$ cat config.mk
export PLATFORM = sky130hd
export DESIGN_NAME = glcr_port
export DESIGN_NICKNAME = d
export VERILOG_FILES = /design/src/logic/glcr_port.v
export VERILOG_INCLUDE_DIRS = /design/src /design/src/shared
export SDC_FILE = /design/constraint.sdc
export NUM_CORES = 2
export LEC_CHECK = 0
export BUFFER_PORTS_ARGS = -buffer_cell sky130_fd_sc_hd__buf_2
export CAP_MARGIN = 20
export CORE_MARGIN = 1.5
export CORE_UTILIZATION = 25
export DETAILED_ROUTE_END_ITERATION = 16
export PLACE_DENSITY_LB_ADDON = 0.25
export SLEW_MARGIN = 30
export SYNTH_ARGS = -nofsm -noshare
export SYNTH_HDL_FRONTEND = slang
export SYNTH_SLANG_ARGS = --single-unit
$ cat constraint.sdc
create_clock -name CLK -period 3.1 [get_ports CLK]
set_input_delay 0.62 -clock CLK [delete_from_list [all_inputs] [get_ports CLK]]
set_output_delay 0.62 -clock CLK [all_outputs]
set_load 0.02 [all_outputs]
$ cat src/shared/glcr_defines.vh
// Register map and reset values of the three-port I/O line control slice
// =====================================================================
// Overview of operation
// - Writing one to output_disable turns that line's driver off; zeros ignored.
// - output_status bit reads one when driver enabled, zero for pure input.
// - Writing one to filter_enable switches that line's glitch filter on.
// - Writing one to filter_disable switches that line's glitch filter off.
// - filter_status bit reads one while that line's filter is active.
// - Writing one to drive_level_set makes that line's driven level high.
// - Writing one to drive_level_clear makes that line's driven level low.
// - drive_level_status returns the level scheduled for each line.
// - drive_level_status always readable; writable only on permitted lines.
// - line_level_status reports sampled pin level regardless of driver state.
// - Writing one to change_irq_enable enables change interrupt on that line.
// - Three independent ports decode the same layout at their own bases.
// - Writing one to change_irq_disable stops change interrupt on that line.
// - direct_write_permit_status bit decides whether a drive_level_status bit is written.
// - Line levels track only while clock runs; otherwise hold last sample.
// - Writing one to output_enable_set turns that line's driver on.
`ifndef GLCR_DEFINES_VH
`define GLCR_DEFINES_VH

// =====================================================================
// Port base addresses
`define GLCR_BASE_FIRST 32'hfffff400
`define GLCR_BASE_SECOND 32'hfffff600
`define GLCR_BASE_THIRD 32'hfffff800
`define GLCR_PORT_MASK 32'hfffffe00

// =====================================================================
// Register offsets within a port
`define GLCR_OUTPUT_ENABLE_SET 9'h010
`define GLCR_OUTPUT_DISABLE 9'h014
`define GLCR_OUTPUT_STATUS 9'h018
`define GLCR_FILTER_ENABLE 9'h020
`define GLCR_FILTER_DISABLE 9'h024
`define GLCR_FILTER_STATUS 9'h028
`define GLCR_DRIVE_LEVEL_SET 9'h030
`define GLCR_DRIVE_LEVEL_CLEAR 9'h034
`define GLCR_DRIVE_LEVEL_STATUS 9'h038
`define GLCR_LINE_LEVEL_STATUS 9'h03c
`define GLCR_CHANGE_IRQ_ENABLE 9'h040
`define GLCR_CHANGE_IRQ_DISABLE 9'h044
`define GLCR_CHANGE_IRQ_MASK 9'h048
`define GLCR_CHANGE_STATUS 9'h04c
`define GLCR_DIRECT_WRITE_ENABLE 9'h0a0
`define GLCR_DIRECT_WRITE_DISABLE 9'h0a4
`define GLCR_DIRECT_WRITE_PERMIT_STATUS 9'h0a8

// =====================================================================
// Reset values and bus answers
`define GLCR_RESET_WORD 96'h0
`define GLCR_RESET_DRIVER_OFF_N 96'hffffffffffffffffffffffff
`define GLCR_RESP_OKAY 2'h0
`define GLCR_RESP_SLVERR 2'h2

`endif

$ cat src/logic/glcr_port.v
// Three-port I/O line control slice with AXI4-Lite register access
`timescale 1ns/100ps
`include "glcr_defines.vh"

module glcr_port #(
    parameter LINES = 32
) (
    input wire CLK,
    input wire SRST,
    input wire CE,
    input wire [31:0] AWADDR,
    input wire AWVALID,
    output reg AWREADY,
    input wire [31:0] WDATA,
    input wire [3:0] WSTRB,
    input wire WVALID,
    output reg WREADY,
    output reg [1:0] BRESP,
    output reg BVALID,
    input wire BREADY,
    input wire [31:0] ARADDR,
    input wire ARVALID,
    output reg ARREADY,
    output reg [31:0] RDATA,
    output reg [1:0] RRESP,
    output reg RVALID,
    input wire RREADY,
    input wire [3*LINES-1:0] LINE_IN,
    output reg [3*LINES-1:0] LINE_OUT,
    output reg [3*LINES-1:0] LINE_OE_N,
    output reg IRQ
);

// =====================================================================
// Helpers
function [2:0] port_sel;
    input [31:0] a;
    begin
        if ((a & `GLCR_PORT_MASK) == `GLCR_BASE_FIRST) begin
            port_sel = 3'h4;
        end else if ((a & `GLCR_PORT_MASK) == `GLCR_BASE_SECOND) begin
            port_sel = 3'h5;
        end else if ((a & `GLCR_PORT_MASK) == `GLCR_BASE_THIRD) begin
            port_sel = 3'h6;
        end else begin
            port_sel = 3'h0;
        end
    end
endfunction

function [31:0] pick;
    input [3*LINES-1:0] v;
    input [1:0] p;
    reg [3*LINES-1:0] t;
    begin
        t = v >> {p, 5'h0};
        pick = t[31:0];
    end
endfunction

function [3*LINES-1:0] place;
    input [31:0] w;
    input [1:0] p;
    begin
        place = {{(2*LINES){1'b0}}, w} << {p, 5'h0};
    end
endfunction

// =====================================================================
// State
reg [3*LINES-1:0] filt_en;
reg [3*LINES-1:0] irq_en;
reg [3*LINES-1:0] wr_permit;
reg [3*LINES-1:0] chg_stat;
reg [3*LINES-1:0] sync1;
reg [3*LINES-1:0] sync2;
reg [3*LINES-1:0] line_lvl;
reg [3*LINES-1:0] filt_lvl;
reg aw_full;
reg w_full;
reg [31:0] aw_addr;
reg [31:0] w_data;
reg [3:0] w_strb;

reg [3*LINES-1:0] next_drive;
reg [3*LINES-1:0] next_oe_n;
reg [3*LINES-1:0] next_filt_en;
reg [3*LINES-1:0] next_irq_en;
reg [3*LINES-1:0] next_wr_permit;
reg [3*LINES-1:0] next_chg_stat;
reg [3*LINES-1:0] next_filt_lvl;
reg [3*LINES-1:0] bits_m;
reg [3*LINES-1:0] lane_m;
reg [3*LINES-1:0] data_m;
reg [3*LINES-1:0] upd;
reg [31:0] strb_bits;
reg [2:0] wsel;
reg wr_ok;
reg [2:0] rsel;
reg [31:0] rd_word;
reg rd_ok;

wire wr_go = aw_full && w_full && !BVALID;

// =====================================================================
// Register writes, filter and change detection
always @* begin
    strb_bits = {{8{w_strb[3]}}, {8{w_strb[2]}}, {8{w_strb[1]}}, {8{w_strb[0]}}};
    wsel = port_sel(aw_addr);
    lane_m = place(strb_bits, wsel[1:0]);
    data_m = place(w_data, wsel[1:0]);
    bits_m = data_m & lane_m;
    next_drive = LINE_OUT;
    next_oe_n = LINE_OE_N;
    next_filt_en = filt_en;
    next_irq_en = irq_en;
    next_wr_permit = wr_permit;
    next_chg_stat = chg_stat;
    wr_ok = 1'b1;
    if (wr_go && wsel[2]) begin
        case (aw_addr[8:0])
            `GLCR_OUTPUT_ENABLE_SET: next_oe_n = LINE_OE_N & ~bits_m;
            `GLCR_OUTPUT_DISABLE: next_oe_n = LINE_OE_N | bits_m;
            `GLCR_FILTER_ENABLE: next_filt_en = filt_en | bits_m;
            `GLCR_FILTER_DISABLE: next_filt_en = filt_en & ~bits_m;
            `GLCR_DRIVE_LEVEL_SET: next_drive = LINE_OUT | bits_m;
            `GLCR_DRIVE_LEVEL_CLEAR: next_drive = LINE_OUT & ~bits_m;
            `GLCR_DRIVE_LEVEL_STATUS: begin
                // Only permitted lines take the written level
                next_drive = (LINE_OUT & ~(lane_m & wr_permit)) | (data_m & lane_m & wr_permit);
            end
            `GLCR_CHANGE_IRQ_ENABLE: next_irq_en = irq_en | bits_m;
            `GLCR_CHANGE_IRQ_DISABLE: next_irq_en = irq_en & ~bits_m;
            `GLCR_CHANGE_STATUS: next_chg_stat = chg_stat & ~bits_m;
            `GLCR_DIRECT_WRITE_ENABLE: next_wr_permit = wr_permit | bits_m;
            `GLCR_DIRECT_WRITE_DISABLE: next_wr_permit = wr_permit & ~bits_m;
            `GLCR_OUTPUT_STATUS, `GLCR_FILTER_STATUS, `GLCR_LINE_LEVEL_STATUS,
            `GLCR_CHANGE_IRQ_MASK, `GLCR_DIRECT_WRITE_PERMIT_STATUS: wr_ok = 1'b1;
            default: wr_ok = 1'b0;
        endcase
    end else if (wr_go) begin
        wr_ok = 1'b0;
    end
    // Filtered level moves only after two equal samples when filter is on
    upd = ~filt_en | ~(line_lvl ^ sync2);
    next_filt_lvl = (upd & line_lvl) | (~upd & filt_lvl);
    // A new change wins over a clear in the same cycle
    next_chg_stat = next_chg_stat | ((next_filt_lvl ^ filt_lvl) & irq_en);
end

// =====================================================================
// Register reads
always @* begin
    rsel = port_sel(ARADDR);
    rd_word = 32'h0;
    rd_ok = rsel[2];
    case (ARADDR[8:0])
        `GLCR_OUTPUT_STATUS: rd_word = ~pick(LINE_OE_N, rsel[1:0]);
        `GLCR_FILTER_STATUS: rd_word = pick(filt_en, rsel[1:0]);
        `GLCR_DRIVE_LEVEL_STATUS: rd_word = pick(LINE_OUT, rsel[1:0]);
        `GLCR_LINE_LEVEL_STATUS: rd_word = pick(line_lvl, rsel[1:0]);
        `GLCR_CHANGE_IRQ_MASK: rd_word = pick(irq_en, rsel[1:0]);
        `GLCR_CHANGE_STATUS: rd_word = pick(chg_stat, rsel[1:0]);
        `GLCR_DIRECT_WRITE_PERMIT_STATUS: rd_word = pick(wr_permit, rsel[1:0]);
        `GLCR_OUTPUT_ENABLE_SET, `GLCR_OUTPUT_DISABLE, `GLCR_FILTER_ENABLE,
        `GLCR_FILTER_DISABLE, `GLCR_DRIVE_LEVEL_SET, `GLCR_DRIVE_LEVEL_CLEAR,
        `GLCR_CHANGE_IRQ_ENABLE, `GLCR_CHANGE_IRQ_DISABLE,
        `GLCR_DIRECT_WRITE_ENABLE, `GLCR_DIRECT_WRITE_DISABLE: rd_word = 32'h0;
        default: rd_ok = 1'b0;
    endcase
    if (!rd_ok) begin
        rd_word = 32'h0;
    end
end

// =====================================================================
// Line state and pin sampling
always @(posedge CLK) begin
    if (SRST) begin
        LINE_OUT <= `GLCR_RESET_WORD;
        LINE_OE_N <= `GLCR_RESET_DRIVER_OFF_N;
        filt_en <= `GLCR_RESET_WORD;
        irq_en <= `GLCR_RESET_WORD;
        wr_permit <= `GLCR_RESET_WORD;
        chg_stat <= `GLCR_RESET_WORD;
        sync1 <= `GLCR_RESET_WORD;
        sync2 <= `GLCR_RESET_WORD;
        line_lvl <= `GLCR_RESET_WORD;
        filt_lvl <= `GLCR_RESET_WORD;
        IRQ <= 1'b0;
    end else if (CE) begin
        // Driven level is stored independently of the driver enable
        LINE_OUT <= next_drive;
        LINE_OE_N <= next_oe_n;
        filt_en <= next_filt_en;
        irq_en <= next_irq_en;
        wr_permit <= next_wr_permit;
        chg_stat <= next_chg_stat;
        // Sampling stops with the clock enable and holds the last levels
        sync1 <= LINE_IN;
        sync2 <= sync1;
        line_lvl <= sync2;
        filt_lvl <= next_filt_lvl;
        IRQ <= |(next_chg_stat & next_irq_en);
    end
end

// =====================================================================
// AXI4-Lite write channel
always @(posedge CLK) begin
    if (SRST) begin
        AWREADY <= 1'b1;
        WREADY <= 1'b1;
        BVALID <= 1'b0;
        BRESP <= `GLCR_RESP_OKAY;
        aw_full <= 1'b0;
        w_full <= 1'b0;
        aw_addr <= 32'h0;
        w_data <= 32'h0;
        w_strb <= 4'h0;
    end else if (CE) begin
        if (AWVALID && AWREADY) begin
            AWREADY <= 1'b0;
            aw_full <= 1'b1;
            aw_addr <= AWADDR;
        end
        if (WVALID && WREADY) begin
            WREADY <= 1'b0;
            w_full <= 1'b1;
            w_data <= WDATA;
            w_strb <= WSTRB;
        end
        if (wr_go) begin
            aw_full <= 1'b0;
            w_full <= 1'b0;
            BVALID <= 1'b1;
            BRESP <= wr_ok ? `GLCR_RESP_OKAY : `GLCR_RESP_SLVERR;
        end
        if (BVALID && BREADY) begin
            BVALID <= 1'b0;
            AWREADY <= 1'b1;
            WREADY <= 1'b1;
        end
    end
end

// =====================================================================
// AXI4-Lite read channel
always @(posedge CLK) begin
    if (SRST) begin
        ARREADY <= 1'b1;
        RVALID <= 1'b0;
        RDATA <= 32'h0;
        RRESP <= `GLCR_RESP_OKAY;
    end else if (CE) begin
        if (ARVALID && ARREADY) begin
            ARREADY <= 1'b0;
            RVALID <= 1'b1;
            RDATA <= rd_word;
            RRESP <= rd_ok ? `GLCR_RESP_OKAY : `GLCR_RESP_SLVERR;
        end
        if (RVALID && RREADY) begin
            RVALID <= 1'b0;
            ARREADY <= 1'b1;
        end
    end
end

endmodule // glcr_port

Word-level counts from Yosys, hierarchy flattened
Index checks and enable logic that the tools add are counted.
W data, S select, Z words.
{ "word_totals": {"mem_bits_ro": 0, "ram_bits": 0, "ff_bits": 1072, "latchBits": 0, "n_memories": 0} }
{ "classes": {"shifts": 9, "magnitude_cmp": 0, "eq_ne": 40, "reduce_logical": 36, "div_mod_pow": 0, "mul": 0, "addsub": 0, "bitwise": 31, "muxes": 36} }
{ "op_table": {"columns": ["operator", "count"], "rows": [
  ["$and A96 B96 Y96", 14],
  ["$or A96 B96 Y96", 9],
  ["$pmux W96 S2", 4],
  ["$shr A96 B7 Y32", 7],
  ["$not A96 Y96", 5],
  ["$mux W96", 3],
  ["$pmux W96 S3", 1],
  ["$pmux W32 S7", 1],
  ["$shl A32 B7 Y96", 2],
  ["$xor A96 B96 Y96", 2],
  ["$eq A23 B23 Y1 const B", 6],
  ["$eq A9 B6 Y1 const B", 14],
  ["$reduce_or A96 Y1", 1],
  ["$eq A9 B7 Y1 const B", 8],
  ["$eq A9 B5 Y1 const B", 6],
  ["$eq A9 B8 Y1 const B", 6],
  ["$reduce_or A17 Y1", 2],
  ["$mux W32", 1],
  ["$not A32 Y32", 1],
  ["$reduce_and A2 Y1", 10],
  ["$mux W1", 18],
  ["$mux W3", 6],
  ["$reduce_bool A2 Y1", 9],
  ["$reduce_and A3 Y1", 4],
  ["4 further kinds", 12]
]} }

Longest topological paths before layout
{ "logic_depth": {"ltp_word": 13, "mapped_depth": 13, "depth_no_buf": 9} }

Least setup slack after synthesis
Ideal clock, no wire load.
{ "synth_timing": {"path_kind": "input -> register", "start": "in ARADDR[1]", "end": "reg RDATA[28]", "cell_stages": 11, "arrival_time_ns": 2.901, "slack_ns": 0.134, "path_cell_list": "nor4b_1 nand2b_1 nor3_1 clkbuf_1 buf_1 a22oi_1 a31oi_1 a221oi_1 o22ai_1 a22oi_1 nor2_1"} }
{ "synth_between": {"elab_chain_len": 4} }
{ "synth_rtl": {"columns": ["element", "line_no", "source"], "rows": [
  ["from (decl)", "glcr_port.v:21", "input wire [31:0] ARADDR,"],
  ["$eq A9 B8 Y1 (tied with other cells)", null, null],
  ["$reduce_or A17 Y1 (no source line)", null, null],
  ["$mux W1", "glcr_port.v:157", "case (ARADDR[8:0])"],
  ["$mux W32 (*)", "glcr_port.v:171", "if (!rd_ok) begin"],
  ["to (signal assigned)", "glcr_port.v:259", "RDATA <= rd_word;"],
  ["to (decl)", "glcr_port.v:24", "output reg [31:0] RDATA,"]
]} }
Mark *: on every way between the ends. The rest lies on a longest branch, timed or not.
A chain may end at the register's enable or synchronous reset.

Final worst setup path
{ "layout_timing": {"start": "reg aw_addr[7]", "end": "reg IRQ"} }
{ "layout_between": {"elab_chain_len": 6} }
{ "layout_rtl": {"columns": ["element", "line_no", "source"], "rows": [
  ["from (decl)", "glcr_port.v:81", "reg [31:0] aw_addr;"],
  ["from (signal assigned)", "glcr_port.v:218", "aw_addr <= 32'h0;"],
  ["from (signal assigned)", "glcr_port.v:225", "aw_addr <= AWADDR;"],
  ["$eq A9 B7 Y1", "glcr_port.v:121", "case (aw_addr[8:0])"],
  ["$mux W96", "glcr_port.v:121", null],
  ["$mux W96", "glcr_port.v:120", "if (wr_go && wsel[2]) begin"],
  ["$or A96 B96 Y96", "glcr_port.v:148", "next_chg_stat = next_chg_stat | ((next_filt_lvl ^ filt_lvl) & irq_en);"],
  ["$and A96 B96 Y96 (*)", "glcr_port.v:204", "IRQ <= |(next_chg_stat & next_irq_en);"],
  ["$reduce_or A96 Y1 (*)", "glcr_port.v:204", null],
  ["to (signal assigned)", "glcr_port.v:204", null],
  ["to (decl)", "glcr_port.v:31", "output reg IRQ"]
]} }
Marks and branches as above.

==> run_results.csv <==
group,metric,value,unit
outcome,status,"finished, violations left",
clock_network,clk_pin_slew,0.06,ns
cells_and_area,area_growth,47.6,%
floorplanning,num_rows,167,
worst_setup_path,critical_path_buf_inv_count,5,
sta,grt_setup_unrepaired,"yes",
sta,finalHoldViolations,0,
floorplanning,start_util,0.252,
sta,fin_skew,0.0286,ns
run,drv_cap,0,
worst_setup_path,crit_chain,"or4b_4, a2111oi_4, buf_6, buf_4, buf_12, nand2_2, buf_12, buf_4, nor3_1, o22ai_2, a222oi_1, nand4_1, nor4bb_4, a31oi_1",
placement,dpl_cell_area,66600,sq um
yosys,syn-cell-area,52200,sq um
sta,finalWorstSetupSlack,-0.719,ns
worst_setup_path,end_kind,"flop",
clock_network,clk_latency,0.83,ns
floorplanning,die-area,211000,sq um
cells_and_area,seq_area,21400,sq um
pwr,power_frac_seq,0.427,
worst_setup_path,worstReg2RegEnd,"IRQ",
routing,antenna_left,0,
global_routing,grt_max_degree,133,
placement,dp_worst_setup_slack,-1.42,ns
yosys,seq_area_frac_synth,0.411,
worst_setup_path,r2r_start,"aw_addr[7]",
yosys,synth_flop_cell,"dfxtp_1",
yosys,ys_warn_count,0,
worst_setup_path,cp_top_family,"simple AND/OR/NAND/NOR gates",
cells_and_area,drive_gt1_frac,0.301,
routing,via_per_inst,5.85,
worst_setup_path,ff2ff_path_depth,14,
min_path,hold_path_class,"in2reg",
sta,whs,0.0359,ns
clock_network,cts_made_buffers,137,
worst_setup_path,rrSetupSlack,-0.72,ns
yosys,synth_enable_flop_cells,0,
pwr,p_comb_frac,0.061,
yosys,synthDistinctLibCells,69,
clock_network,clk_path_buf_depth,3,
placement,hpwl,291000,microns
floorplanning,io_pins,438,
global_routing,grt_pass1_wl,517000,microns
placement,gp_congestion,1.05,
routing,initialDrtViolationCount,9143,
placement,io_buffer_count,435,
worst_setup_path,worstPathArrival,4.50,ns
routing,remaining_drc_errors,0,
yosys,synth.ff_latch_count,1070,
routing,wl_per_cell,36.2,microns
pwr,switchingPower,0.00853,W
worst_setup_path,critPathKind,"reg2reg",
worst_setup_path,worst-endpoint-required,3.78,ns
worst_setup_path,endpoint,"IRQ",
clock_network,clkSinkCount,1070,
worst_setup_path,cp_slowest_stage_delay,0.56,ns
sta,max_freq,0.262,GHz
sta,setup_viol,393,
sta,relSlewSlack,0.203,
outcome,violations,"negative setup slack",
routing,firstDrtPassIters,6,
clock_network,clockRootBuffer,"clkbuf_16",
clock_network,cts_tree,"built",
cells_and_area,multi_input_area,30900,sq um
worst_setup_path,crit_fanout,19,
pwr,intPower,0.0247,W
cells_and_area,final_common_cell,"dfxtp_1",
pwr,p_leak,29.2,nW
cells_and_area,nNetsFinal,8194,
clock_network,h-tree-depth,4,
pwr,irDropWorstVdd,0.000601,V
pwr,pwr_density_cell,432,nW/um^2
yosys,yosys.area.top_type,"dfxtp_1",
routing,wl,395000,microns
sta,final.min_clock_period,3.82,ns
sta,slew_violations,0,
worst_setup_path,startpoint,"aw_addr[7]",
yosys,synthDominantCellAreaShare,0.411,
cells_and_area,nFillCells,21600,
floorplanning,core,207000,sq um
yosys,synth_cells,6623,
sta,finalCritPeriodShare,1.23,
cells_and_area,fin_area,77000,sq um
global_routing,antenna_found_initial,64,
global_routing,grt_util_all_layers,0.358,
yosys,syn_area_per_cell,7.88,sq um
yosys,synthTopCellsByArea,"dfxtp_1 41%, a21oi_1 6.6%, o21ai_0 6.3%, mux2i_1 6.3%, nand2_1 5.7%",
worst_setup_path,cpMaxStageDelayCell,"or4b_4",
floorplanning,die_width,460,microns
pwr,p_clk_frac,0.512,
routing,vias,63900,
pwr,switching_share,0.256,
global_routing,gr-total-overflow,0,
worst_setup_path,cp_num_cells,14,
yosys,synthArstFlopShare,0,
global_routing,grt_pass1_vias,58100,
floorplanning,die_h,460,microns
cells_and_area,final_cell_mix,"1062 x dfxtp_1, 970 x buf_4, 789 x nand2_1, 678 x nor2_1, 567 x a21oi_1",
sta,tightest_slew,1.19,ns
worst_setup_path,cp-start-kind,"flop",
[metrics by stage]
| stage | total power [W] | setup TNS (ns) | instances | util |
|---|---|---|---|---|
| after CTS | 0.0334 | -38.77 | 10900 | 0.365 |
| final | 0.0333 | -40.73 | 10900 | 0.372 |
| after floorplan | 0.0153 | 0 | 6624 | - |
| after detailed placement | 0.0164 | -92.37 | 10400 | 0.321 |
| after global routing | 0.0341 | -65.93 | 10900 | 0.371 |
| after global placement | 0.0164 | -90.40 | 10400 | 0.321 |
[cell usage after synthesis (51+ instances only)]
library cell  instances
a311o_1              51
a21o_1               97
or3_1               116
nand4_1              53
nor2_1              685
nor3_1               64
a21boi_0             56
nand2_1             796
o211ai_1             97
nand3b_1             66
dfxtp_1            1070
mux2i_1             327
a22oi_1             303
buf_1                65
a31oi_1              72
a211oi_1            147
o21ai_0             657
a21oi_1             685
o22ai_1             139
clkbuf_1            431
nand3_1             104
nand2b_1            101
a221oi_1             59
[final cells by class]
| cell class | count | share of cell area |
|---|---|---|
| multi-input combinational | 4963 | 0.401 |
| sequential | 1070 | 0.278 |
| timing repair buffer | 1774 | 0.212 |
| clock buffer | 198 | 0.0524 |
| tap | 2788 | 0.0453 |
| clock inverter | 46 | 0.00861 |
| inverter | 44 | 0.00214 |
| antenna | 26 | 0.000845 |
[cell families after synthesis]
logic type      count (synthesis)  share of synthesized area
compound gates               2506                      0.298
simple gates                 2126                      0.184
flops                        1070                      0.411
buf+inv                       591                     0.0444
mux                           327                     0.0627
xor+xnor                        2                   0.000336
other cells                     1                  0.0000719
[repair_timing]
| item | CTS | global route |
|---|---|---|
| hold endpoints to repair | 47 | 0 |
| hold buffers | 47 | 0 |
| setup buffers | 87 | 41 |
| cloned | 57 | 6 |
| pin swaps | 271 | 206 |
| gates resized for setup | 522 | 360 |
| endpoints found under the setup margin | 478 | 431 |
[how the worst min path moves through the flow]
stage	depth (start not counted)	start	slack (ns)	end
global placement	2	aw_addr[29]	0.46	aw_addr[29]
CTS	3	LINE_IN[0]	0.0003	sync1[0]
finish	3	LINE_IN[82]	0.04	sync1[82]
global route	3	LINE_IN[51]	0.03	sync1[51]
floorplan	2	aw_addr[22]	0.44	aw_addr[22]
detailed placement	2	aw_addr[29]	0.45	aw_addr[29]
[per-layer routing]
metal  part of all wire  wire [microns]  global-route usage
met5            0.00058             228                   0
met4              0.073           28900               0.222
met3               0.11           42800              0.0934
met2               0.41          163000               0.521
met1               0.40          160000               0.468
[power by group through the flow]
stage / sequential, W / combinational (W) / clock, W
detailed placement: 0.0145 / 0.00189 / 0
CTS: 0.0142 / 0.00196 / 0.0173
floorplan: 0.0144 / 0.000931 / 0
global route: 0.0142 / 0.00212 / 0.0178
global placement: 0.0145 / 0.00187 / 0
finish: 0.0142 / 0.00203 / 0.0171
[worst reg2reg max path: stages, from the launching register on]
cell and delay (ns):
dfxtp_1 0.31, or4b_4 0.57, a2111oi_4 0.26, buf_6 0.15, buf_4 0.11, buf_12 0.09
nand2_2 0.09, buf_12 0.19, buf_4 0.25, nor3_1 0.19, o22ai_2 0.20, a222oi_1 0.28
nand4_1 0.35, nor4bb_4 0.51, a31oi_1 0.13
No activity file was read; power rests on OpenSTA's default activity.
